$ cat config.mk
export PLATFORM = sky130hd
export DESIGN_NAME = dtru_timer
export DESIGN_NICKNAME = d
export VERILOG_FILES = /design/src/pkg/dtru_pkg.sv /design/src/design/dtru_tick_src.sv /design/src/design/dtru_timer.sv
export SDC_FILE = /design/constraint.sdc
export NUM_CORES = 1
export LEC_CHECK = 0
export BUFFER_PORTS_ARGS = -buffer_cell sky130_fd_sc_hd__buf_4
export CORE_MARGIN = 1.5
export CORE_UTILIZATION = 60
export DETAILED_ROUTE_END_ITERATION = 6
export PLACE_DENSITY = 0.86
export SLEW_MARGIN = 30
export SYNTH_ARGS = -nofsm -noshare
export SYNTH_HDL_FRONTEND = slang
export SYNTH_SLANG_ARGS = --single-unit
$ cat constraint.sdc
create_clock -name clk -period 5.5 [get_ports clk]
set_clock_uncertainty 0.1 [all_clocks]
set_input_delay 0.275 -clock clk [delete_from_list [all_inputs] [get_ports clk]]
set_output_delay 0.275 -clock clk [all_outputs]
set_load 0.05 [all_outputs]
$ cat src/pkg/dtru_pkg.sv
// constants and types for the dual timer register update block
// assumes one 20 MHz clock and an 8-bit host register port
`default_nettype none

package dtru_pkg;

    // register port geometry
    localparam int DTRU_DATA_W = 8;
    localparam int DTRU_SEL_W = 3;

    // register select codes
    localparam logic [2:0] DTRU_SEL_CTRL = 3'h0;
    localparam logic [2:0] DTRU_SEL_MODE = 3'h1;
    localparam logic [2:0] DTRU_SEL_A_LOW = 3'h2;
    localparam logic [2:0] DTRU_SEL_B_LOW = 3'h3;
    localparam logic [2:0] DTRU_SEL_A_HIGH = 3'h4;
    localparam logic [2:0] DTRU_SEL_B_HIGH = 3'h5;

    // reset values
    localparam logic [7:0] DTRU_RST_CTRL = 8'h00;
    localparam logic [7:0] DTRU_RST_MODE = 8'h00;
    localparam logic [7:0] DTRU_RST_COUNT = 8'h00;
    localparam logic [7:0] DTRU_READ_UNMAPPED = 8'h00;

    // timer_ctrl field positions
    localparam int DTRU_CTRL_RUN_A = 4;
    localparam int DTRU_CTRL_FLAG_A = 5;
    localparam int DTRU_CTRL_RUN_B = 6;
    localparam int DTRU_CTRL_FLAG_B = 7;

    // timer_mode_cfg field positions
    localparam int DTRU_MODE_A_LSB = 0;
    localparam int DTRU_MODE_CT_A = 2;
    localparam int DTRU_MODE_GATE_A = 3;
    localparam int DTRU_MODE_B_LSB = 4;
    localparam int DTRU_MODE_CT_B = 6;
    localparam int DTRU_MODE_GATE_B = 7;

    // mode 0 keeps five low count bits
    localparam logic [7:0] DTRU_MODE0_LOW_MASK = 8'h1F;
    localparam logic [7:0] DTRU_COUNT_MAX = 8'hFF;

    // time base: one tick per 12 system clocks
    localparam int DTRU_PRESCALE = 12;
    localparam logic [3:0] DTRU_PRESCALE_LAST = 4'(DTRU_PRESCALE - 1);
    localparam logic [3:0] DTRU_PRESCALE_RST = 4'h0;

    // operating modes, in field order 00, 01, 10, 11
    typedef enum logic [1:0] {
        DTRU_MODE_13BIT,
        DTRU_MODE_16BIT,
        DTRU_MODE_RELOAD,
        DTRU_MODE_SPLIT
    } dtru_mode_e;

endpackage : dtru_pkg

`default_nettype wire

$ cat src/design/dtru_tick_src.sv
// raw count tick source for one timer: time base or external falling edge
// assumes extPulse is synchronous to clk and stable for a clock period
`default_nettype none

module dtru_tick_src (
    // clock and reset
    input wire logic clk,
    input wire logic reset,
    // tick selection
    input wire logic prescaleTick,
    input wire logic counterMode,
    input wire logic extPulse,
    // result
    output logic tick
);
    import dtru_pkg::*;

    logic pulseLast;
    logic fallSeen;

    always_ff @(posedge clk or posedge reset) begin
        if (reset) begin
            pulseLast <= 1'b0;
        end else begin
            pulseLast <= extPulse;
        end
    end

    // falling edge of the external pin
    assign fallSeen = pulseLast & ~extPulse;
    assign tick = counterMode ? fallSeen : prescaleTick;

endmodule // dtru_tick_src

`default_nettype wire

$ cat src/design/dtru_timer.sv
// dual timer with 8-bit host register port: control, mode and four counts
// assumes host strobes and external pins are synchronous to clk
//
// Overview of operation
// - all register updates on rising clock edge
// - reset clears control, mode, four counts
// - store to select 000 writes timer_ctrl
// - store to select 001 writes timer_mode_cfg
// - select 010 writes count_a_low, mode0 masked
// - select 011 writes count_b_low, mode0 masked
// - select 100 writes whole count_a_high
// - select 101 writes whole count_b_high
// - high A overflow sets flag A, modes 0/1
// - low A overflow sets flag A, modes 0/1/3
// - flag B from B high, B low, split A
// - mode 2 reloads count_a_low from count_a_high
// - mode 2 reloads count_b_low from count_b_high
// - tick_a_low increments count_a_low, mode0 five bits
// - tick_b_low increments count_b_low, mode0 five bits
// - tick_a_high increments count_a_high
// - count_b_high counts only in modes 0,1
// - fetch strobe presents selected register
// - two-bit mode field selects operating mode
// - tick every 12 clocks or pin fall
// - ticks need run bit and gate; split high A needs run B only
// - irq_out high while any flag set
`default_nettype none

module dtru_timer (
    // clock and reset
    input wire logic clk,
    input wire logic reset,
    // host register port
    input wire logic [dtru_pkg::DTRU_SEL_W-1:0] regSelect,
    input wire logic store_strobe,
    input wire logic fetch_strobe,
    input wire logic [dtru_pkg::DTRU_DATA_W-1:0] host_write_bus,
    output logic [dtru_pkg::DTRU_DATA_W-1:0] host_read_bus,
    // external timer pins
    input wire logic ext_pulse_a,
    input wire logic ext_pulse_b,
    input wire logic ext_enable_a,
    input wire logic ext_enable_b,
    // interrupt
    output logic irq_out
);
    import dtru_pkg::*;

    // registers
    logic [7:0] timerCtrl;
    logic [7:0] timerModeCfg;
    logic [7:0] countALow;
    logic [7:0] countBLow;
    logic [7:0] countAHigh;
    logic [7:0] countBHigh;
    logic [7:0] readData;
    logic [3:0] prescaleCount;

    // next values
    logic [7:0] next_timerCtrl;
    logic [7:0] next_countALow;
    logic [7:0] next_countBLow;
    logic [7:0] next_countAHigh;
    logic [7:0] next_countBHigh;
    logic [3:0] next_prescaleCount;

    // register field views
    dtru_mode_e modeA;
    dtru_mode_e modeB;
    logic runA;
    logic runB;
    logic flagA;
    logic flagB;
    logic counterModeA;
    logic counterModeB;
    logic gateSelA;
    logic gateSelB;

    assign modeA = dtru_mode_e'(timerModeCfg[DTRU_MODE_A_LSB +: 2]);
    assign modeB = dtru_mode_e'(timerModeCfg[DTRU_MODE_B_LSB +: 2]);
    assign counterModeA = timerModeCfg[DTRU_MODE_CT_A];
    assign counterModeB = timerModeCfg[DTRU_MODE_CT_B];
    assign gateSelA = timerModeCfg[DTRU_MODE_GATE_A];
    assign gateSelB = timerModeCfg[DTRU_MODE_GATE_B];
    assign runA = timerCtrl[DTRU_CTRL_RUN_A];
    assign runB = timerCtrl[DTRU_CTRL_RUN_B];
    assign flagA = timerCtrl[DTRU_CTRL_FLAG_A];
    assign flagB = timerCtrl[DTRU_CTRL_FLAG_B];

    // host store decode
    logic storeCtrl;
    logic storeMode;
    logic storeALow;
    logic storeBLow;
    logic storeAHigh;
    logic storeBHigh;

    assign storeCtrl = store_strobe && (regSelect == DTRU_SEL_CTRL);
    assign storeMode = store_strobe && (regSelect == DTRU_SEL_MODE);
    assign storeALow = store_strobe && (regSelect == DTRU_SEL_A_LOW);
    assign storeBLow = store_strobe && (regSelect == DTRU_SEL_B_LOW);
    assign storeAHigh = store_strobe && (regSelect == DTRU_SEL_A_HIGH);
    assign storeBHigh = store_strobe && (regSelect == DTRU_SEL_B_HIGH);

    // mode 0 drops the top three bits of a low-byte store
    logic [7:0] hostLowA;
    logic [7:0] hostLowB;

    assign hostLowA = (modeA == DTRU_MODE_13BIT) ?
                      (host_write_bus & DTRU_MODE0_LOW_MASK) : host_write_bus;
    assign hostLowB = (modeB == DTRU_MODE_13BIT) ?
                      (host_write_bus & DTRU_MODE0_LOW_MASK) : host_write_bus;

    // shared divide-by-12 time base
    logic prescaleTick;

    assign prescaleTick = (prescaleCount == DTRU_PRESCALE_LAST);
    assign next_prescaleCount = prescaleTick ? DTRU_PRESCALE_RST :
                                4'(prescaleCount + 4'h1);

    // raw ticks before run and gate qualification
    logic rawTickA;
    logic rawTickB;

    dtru_tick_src tickSrcA (
        .clk(clk),
        .reset(reset),
        .prescaleTick(prescaleTick),
        .counterMode(counterModeA),
        .extPulse(ext_pulse_a),
        .tick(rawTickA)
    );

    dtru_tick_src tickSrcB (
        .clk(clk),
        .reset(reset),
        .prescaleTick(prescaleTick),
        .counterMode(counterModeB),
        .extPulse(ext_pulse_b),
        .tick(rawTickB)
    );

    // run and gate enables
    logic enableA;
    logic enableB;
    logic stopB;

    assign enableA = runA && (!gateSelA || ext_enable_a);
    assign enableB = runB && (!gateSelB || ext_enable_b);
    // timer B in mode 3 is held still
    assign stopB = (modeB == DTRU_MODE_SPLIT);

    // low-byte ticks
    logic tick_a_low;
    logic tick_b_low;

    assign tick_a_low = rawTickA && enableA;
    assign tick_b_low = rawTickB && enableB && !stopB;

    // low-byte overflow: five bits in mode 0, eight otherwise
    logic lowFullA;
    logic lowFullB;
    logic lowOvfA;
    logic lowOvfB;

    assign lowFullA = (modeA == DTRU_MODE_13BIT) ?
                      (countALow[4:0] == DTRU_MODE0_LOW_MASK[4:0]) :
                      (countALow == DTRU_COUNT_MAX);
    assign lowFullB = (modeB == DTRU_MODE_13BIT) ?
                      (countBLow[4:0] == DTRU_MODE0_LOW_MASK[4:0]) :
                      (countBLow == DTRU_COUNT_MAX);
    assign lowOvfA = tick_a_low && lowFullA;
    assign lowOvfB = tick_b_low && lowFullB;

    // mode flags
    logic cascadeA;
    logic cascadeB;
    logic reloadA;
    logic reloadB;
    logic splitA;

    assign cascadeA = (modeA == DTRU_MODE_13BIT) || (modeA == DTRU_MODE_16BIT);
    assign cascadeB = (modeB == DTRU_MODE_13BIT) || (modeB == DTRU_MODE_16BIT);
    assign reloadA = (modeA == DTRU_MODE_RELOAD);
    assign reloadB = (modeB == DTRU_MODE_RELOAD);
    assign splitA = (modeA == DTRU_MODE_SPLIT);

    // high-byte ticks
    logic tick_a_high;
    logic tick_b_high;

    assign tick_a_high = (cascadeA && lowOvfA) ||
                         (splitA && prescaleTick && runB);
    assign tick_b_high = cascadeB && lowOvfB;

    // high-byte overflow
    logic highOvfA;
    logic highOvfB;

    assign highOvfA = tick_a_high && (countAHigh == DTRU_COUNT_MAX);
    assign highOvfB = tick_b_high && (countBHigh == DTRU_COUNT_MAX);

    // overflow flag set terms
    logic setFlagA;
    logic setFlagB;

    assign setFlagA = (cascadeA && highOvfA) ||
                      (cascadeA && lowOvfA) ||
                      (splitA && lowOvfA);
    assign setFlagB = (cascadeB && highOvfB) ||
                      (reloadB && lowOvfB) ||
                      (splitA && highOvfA);

    // timer_ctrl: host store, then flags set on top so no event is lost
    always_comb begin
        next_timerCtrl = timerCtrl;
        if (storeCtrl) begin
            next_timerCtrl = host_write_bus;
        end
        if (setFlagA) begin
            next_timerCtrl[DTRU_CTRL_FLAG_A] = 1'b1;
        end
        if (setFlagB) begin
            next_timerCtrl[DTRU_CTRL_FLAG_B] = 1'b1;
        end
    end

    // count_a_low: store, reload, increment
    always_comb begin
        next_countALow = countALow;
        if (storeALow) begin
            next_countALow = hostLowA;
        end else if (reloadA && lowOvfA) begin
            next_countALow = countAHigh;
        end else if (tick_a_low) begin
            if (modeA == DTRU_MODE_13BIT) begin
                next_countALow = {3'h0, 5'(countALow[4:0] + 5'h01)};
            end else begin
                next_countALow = 8'(countALow + 8'h01);
            end
        end
    end

    // count_b_low: store, reload, increment
    always_comb begin
        next_countBLow = countBLow;
        if (storeBLow) begin
            next_countBLow = hostLowB;
        end else if (reloadB && lowOvfB) begin
            next_countBLow = countBHigh;
        end else if (tick_b_low) begin
            if (modeB == DTRU_MODE_13BIT) begin
                next_countBLow = {3'h0, 5'(countBLow[4:0] + 5'h01)};
            end else begin
                next_countBLow = 8'(countBLow + 8'h01);
            end
        end
    end

    // count_a_high: store or increment
    always_comb begin
        next_countAHigh = countAHigh;
        if (storeAHigh) begin
            next_countAHigh = host_write_bus;
        end else if (tick_a_high) begin
            next_countAHigh = 8'(countAHigh + 8'h01);
        end
    end

    // count_b_high: store, or increment in modes 0 and 1 only
    always_comb begin
        next_countBHigh = countBHigh;
        if (storeBHigh) begin
            next_countBHigh = host_write_bus;
        end else if (tick_b_high && !reloadB) begin
            next_countBHigh = 8'(countBHigh + 8'h01);
        end
    end

    // read selection
    logic [7:0] readSelect;

    assign readSelect = (regSelect == DTRU_SEL_CTRL) ? timerCtrl :
                        (regSelect == DTRU_SEL_MODE) ? timerModeCfg :
                        (regSelect == DTRU_SEL_A_LOW) ? countALow :
                        (regSelect == DTRU_SEL_B_LOW) ? countBLow :
                        (regSelect == DTRU_SEL_A_HIGH) ? countAHigh :
                        (regSelect == DTRU_SEL_B_HIGH) ? countBHigh :
                        DTRU_READ_UNMAPPED;

    // control and mode registers
    always_ff @(posedge clk or posedge reset) begin
        if (reset) begin
            timerCtrl <= DTRU_RST_CTRL;
            timerModeCfg <= DTRU_RST_MODE;
        end else begin
            timerCtrl <= next_timerCtrl;
            if (storeMode) begin
                timerModeCfg <= host_write_bus;
            end
        end
    end

    // timer A counts
    always_ff @(posedge clk or posedge reset) begin
        if (reset) begin
            countALow <= DTRU_RST_COUNT;
            countAHigh <= DTRU_RST_COUNT;
        end else begin
            countALow <= next_countALow;
            countAHigh <= next_countAHigh;
        end
    end

    // timer B counts
    always_ff @(posedge clk or posedge reset) begin
        if (reset) begin
            countBLow <= DTRU_RST_COUNT;
            countBHigh <= DTRU_RST_COUNT;
        end else begin
            countBLow <= next_countBLow;
            countBHigh <= next_countBHigh;
        end
    end

    // time base counter
    always_ff @(posedge clk or posedge reset) begin
        if (reset) begin
            prescaleCount <= DTRU_PRESCALE_RST;
        end else begin
            prescaleCount <= next_prescaleCount;
        end
    end

    // read data held until the next fetch
    always_ff @(posedge clk or posedge reset) begin
        if (reset) begin
            readData <= DTRU_READ_UNMAPPED;
        end else if (fetch_strobe) begin
            readData <= readSelect;
        end
    end

    assign host_read_bus = readData;
    assign irq_out = flagA || flagB;

endmodule // dtru_timer

`default_nettype wire

==> impl_metrics.toml <==
[yosys]
yosys.area.top_type_share = 0.410
yosysMostFrequentCell = "dfrtp_1"
yosysWarnings = 0
synth.avg_cell_area_sq_um = 9.31
ys_top_cells_by_area = "dfrtp_1 (41%), mux2i_1 (6.6%), nor2_1 (4.4%), o21ai_0 (4.1%), mux2_2 (3.9%)"
synth_cell_types = 56
ys_ff_latch = 62
ys_seq_area_frac = 0.410
synthArstFlopShare = 1.00
synth_area_leader_cell = "dfrtp_1"
ys.flop_type = "dfrtp_1"
syn_nets = 432
synth_edf_count = 0
netlist_area_sq_um = 3780
syn-instance-count = 406
synth_common_cells = "dfrtp_1 (62), nor2_1 (44), nand2_1 (31), o21ai_0 (31), mux2i_1 (25)"

[power_and_ir_drop]
internal_power_uw = 973
p_sw_uw = 600
leakagePower_nw = 1.76
power.density_nw_per_um2 = 372
seqPwrFrac = 0.469
pwr-share-clk = 0.250
p_comb_frac = 0.281
switching_share = 0.382
irDropWorstVdd_mv = 0.218

[finish]
drive_gt1_frac = 0.169
ff_latch_area_sq_um = 1550
postLayoutCoreUtil = 0.706
stdcell_count = 508
n_antenna_cell = 0
multi_input_area_sq_um = 2100
layout.nets = 455
fillCellCount = 470
syn2layout_area_growth_pct = 11.9

[worst_setup_path]
crit_path_end_kind = "register"
path_class = "reg2reg"
worstPathRequired_ns = 5.61
critPathLaunchType = "register"
critPathMaxFanout = 11
reg2regPathDepth = 8
worstPathArrival_ns = 2.62

[clock_tree]
cts_resized = 0
post_cts_buffers = 0
cts_root_buffer = "clkbuf_8"
cts_buffers = 9
cts_max_level = 3
cts_tree = "built"
clk_latency_ns = 0.35
clk_pin_slew_ns = 0.07
ctsHoldBuffers = 2
cts.sinks = 62
ctsLongestPathBuffers = 2

[grt]
antenna_found_initial = 0
grt_pass1_wl_um = 16200
grt_max_degree = 63
grt_pass1_vias = 3145
grt-ovfl-total = 0
grt_usage = 0.328

[placement]
io_buffer_count = 27
pre_cts_slack_ns = 2.74
gp_congestion = 0.927
dp_cells = 491
dp.final_hpwl_um = 7230

[timing]
final_max_slew_viol_count = 0
fin_setup_tns_ns = 0
fin_crit_sh = 0.456
maxSlewHeadroom = 0.447
fmax_ghz = 0.399
timing.final.setup_violations = 0
finalCriticalPeriod_ns = 2.51
worst_pin_slew_ns = 0.824
hold_slack_ns = 0.0608
setup_ws_ns = 2.99
rsz0062_at_grt = "false"
hold_violations = 0

[detailed_routing]
drc = 0
wl_met2_um = 4770
viasPerCell = 6.64
wl_um = 10300
dr.pass1.iters = 5
ant_nets = 0
wl_met3_um = 1040
avgRoutedWirePerCell_um = 20.2
top_layer = "met4"
routedLengthMet1_um = 4180
drt_iter0_drc = 254
via_count = 3373

[min_path]
hp-class = "in2async"

[floorplanning]
die_x_um = 82.4
ios = 28
die_area_sq_um = 6790
initial_core_util = 0.631
core-area_sq_um = 5990
fp.dieH_um = 82.4
fp-row-count = 28

[run_status]
status = "finished, final reports clean"

[flow_run]
max-cap-violations = 0
[sequential cells by signal, indices dropped and copies added, names as in the netlist, 4 cells and up]
name,flops
countBHigh,8
prescaleCount,4
timerModeCfg,8
host_read_bus,8
countALow,8
countBLow,8
timerCtrl,8
countAHigh,8
[metrics by stage]
stage	instance area, sq um	power [mW]
after CTS	4220	1.56
after floorplan	3780	1.01
after global routing	4230	1.65
final	4230	1.57
after detailed placement	4020	1.17
after global placement	4020	1.14
[power by group through the flow]
stage,clock network [mW],logic (mW),registers (mW)
after floorplan,0,0.296,0.712
after global placement,0,0.411,0.727
after detailed placement,0,0.429,0.737
after CTS,0.397,0.435,0.730
after global routing,0.416,0.484,0.748
final,0.393,0.442,0.738
[worst max-delay path, cell delays in order, from the launching register on]
cell and delay [ns]:
dfrtp_1 0.40, ha_1 0.24, and3_1 0.18, ha_1 0.16, o2bb2a_4 0.19, nor4b_4 0.62
and2b_1 0.25, o21ai_0 0.14, a31oi_1 0.10
[cells in the final DEF, fill, tap and decap left out, types with 10 or more instances in the layout]
master / netlist / final
nand3_1: 19 / 19
nor2_1: 44 / 44
clkbuf_8: 0 / 10
xor2_1: 11 / 11
xnor2_1: 10 / 10
dfrtp_1: 62 / 62
nor3_1: 13 / 13
mux2_2: 13 / 13
a21oi_1: 18 / 18
nand2_1: 31 / 31
mux2i_1: 25 / 25
buf_4: 1 / 29
inv_1: 16 / 15
o21ai_0: 31 / 31
[layer usage]
metal,global-route usage,vias up
li1,-,1517
met5,0,-
met2,0.507,210
met4,0.146,0
met3,0.0582,35
met1,0.448,1611
[cells by family after synthesis]
kind of cell               synth area share
xor gates and xnor gates             0.0486
buffers and inverters                0.0364
AOI/OAI and AO/OA                     0.168
adders and majority gates            0.0232
DFF                                   0.410
and+or+nand+nor                       0.208
muxes                                 0.105
[worst paths after layout]
check	start	slack, ns	endpoint
setup / recovery	countALow[0]	2.99	countALow[3]
hold / removal	reset	0.06	timerCtrl[5]
setup reg to reg	countALow[0]	2.99	countALow[3]
hold reg to reg	prescaleCount[0]	0.37	prescaleCount[0]
max in group asynchronous	reset	4.74	countBHigh[2]
min in group clk	host_write_bus[1]	0.12	countAHigh[1]
[area by class of cell]
| class | count | share of cell area |
|---|---|---|
| inverter | 16 | 0.0142 |
| timing repair buffer | 31 | 0.0562 |
| multi-input combinational | 309 | 0.496 |
| sequential | 62 | 0.367 |
| clock buffer | 10 | 0.0325 |
| clock inverter | 5 | 0.0118 |
| tap | 75 | 0.0222 |
Power figures use the tool's default switching activity.
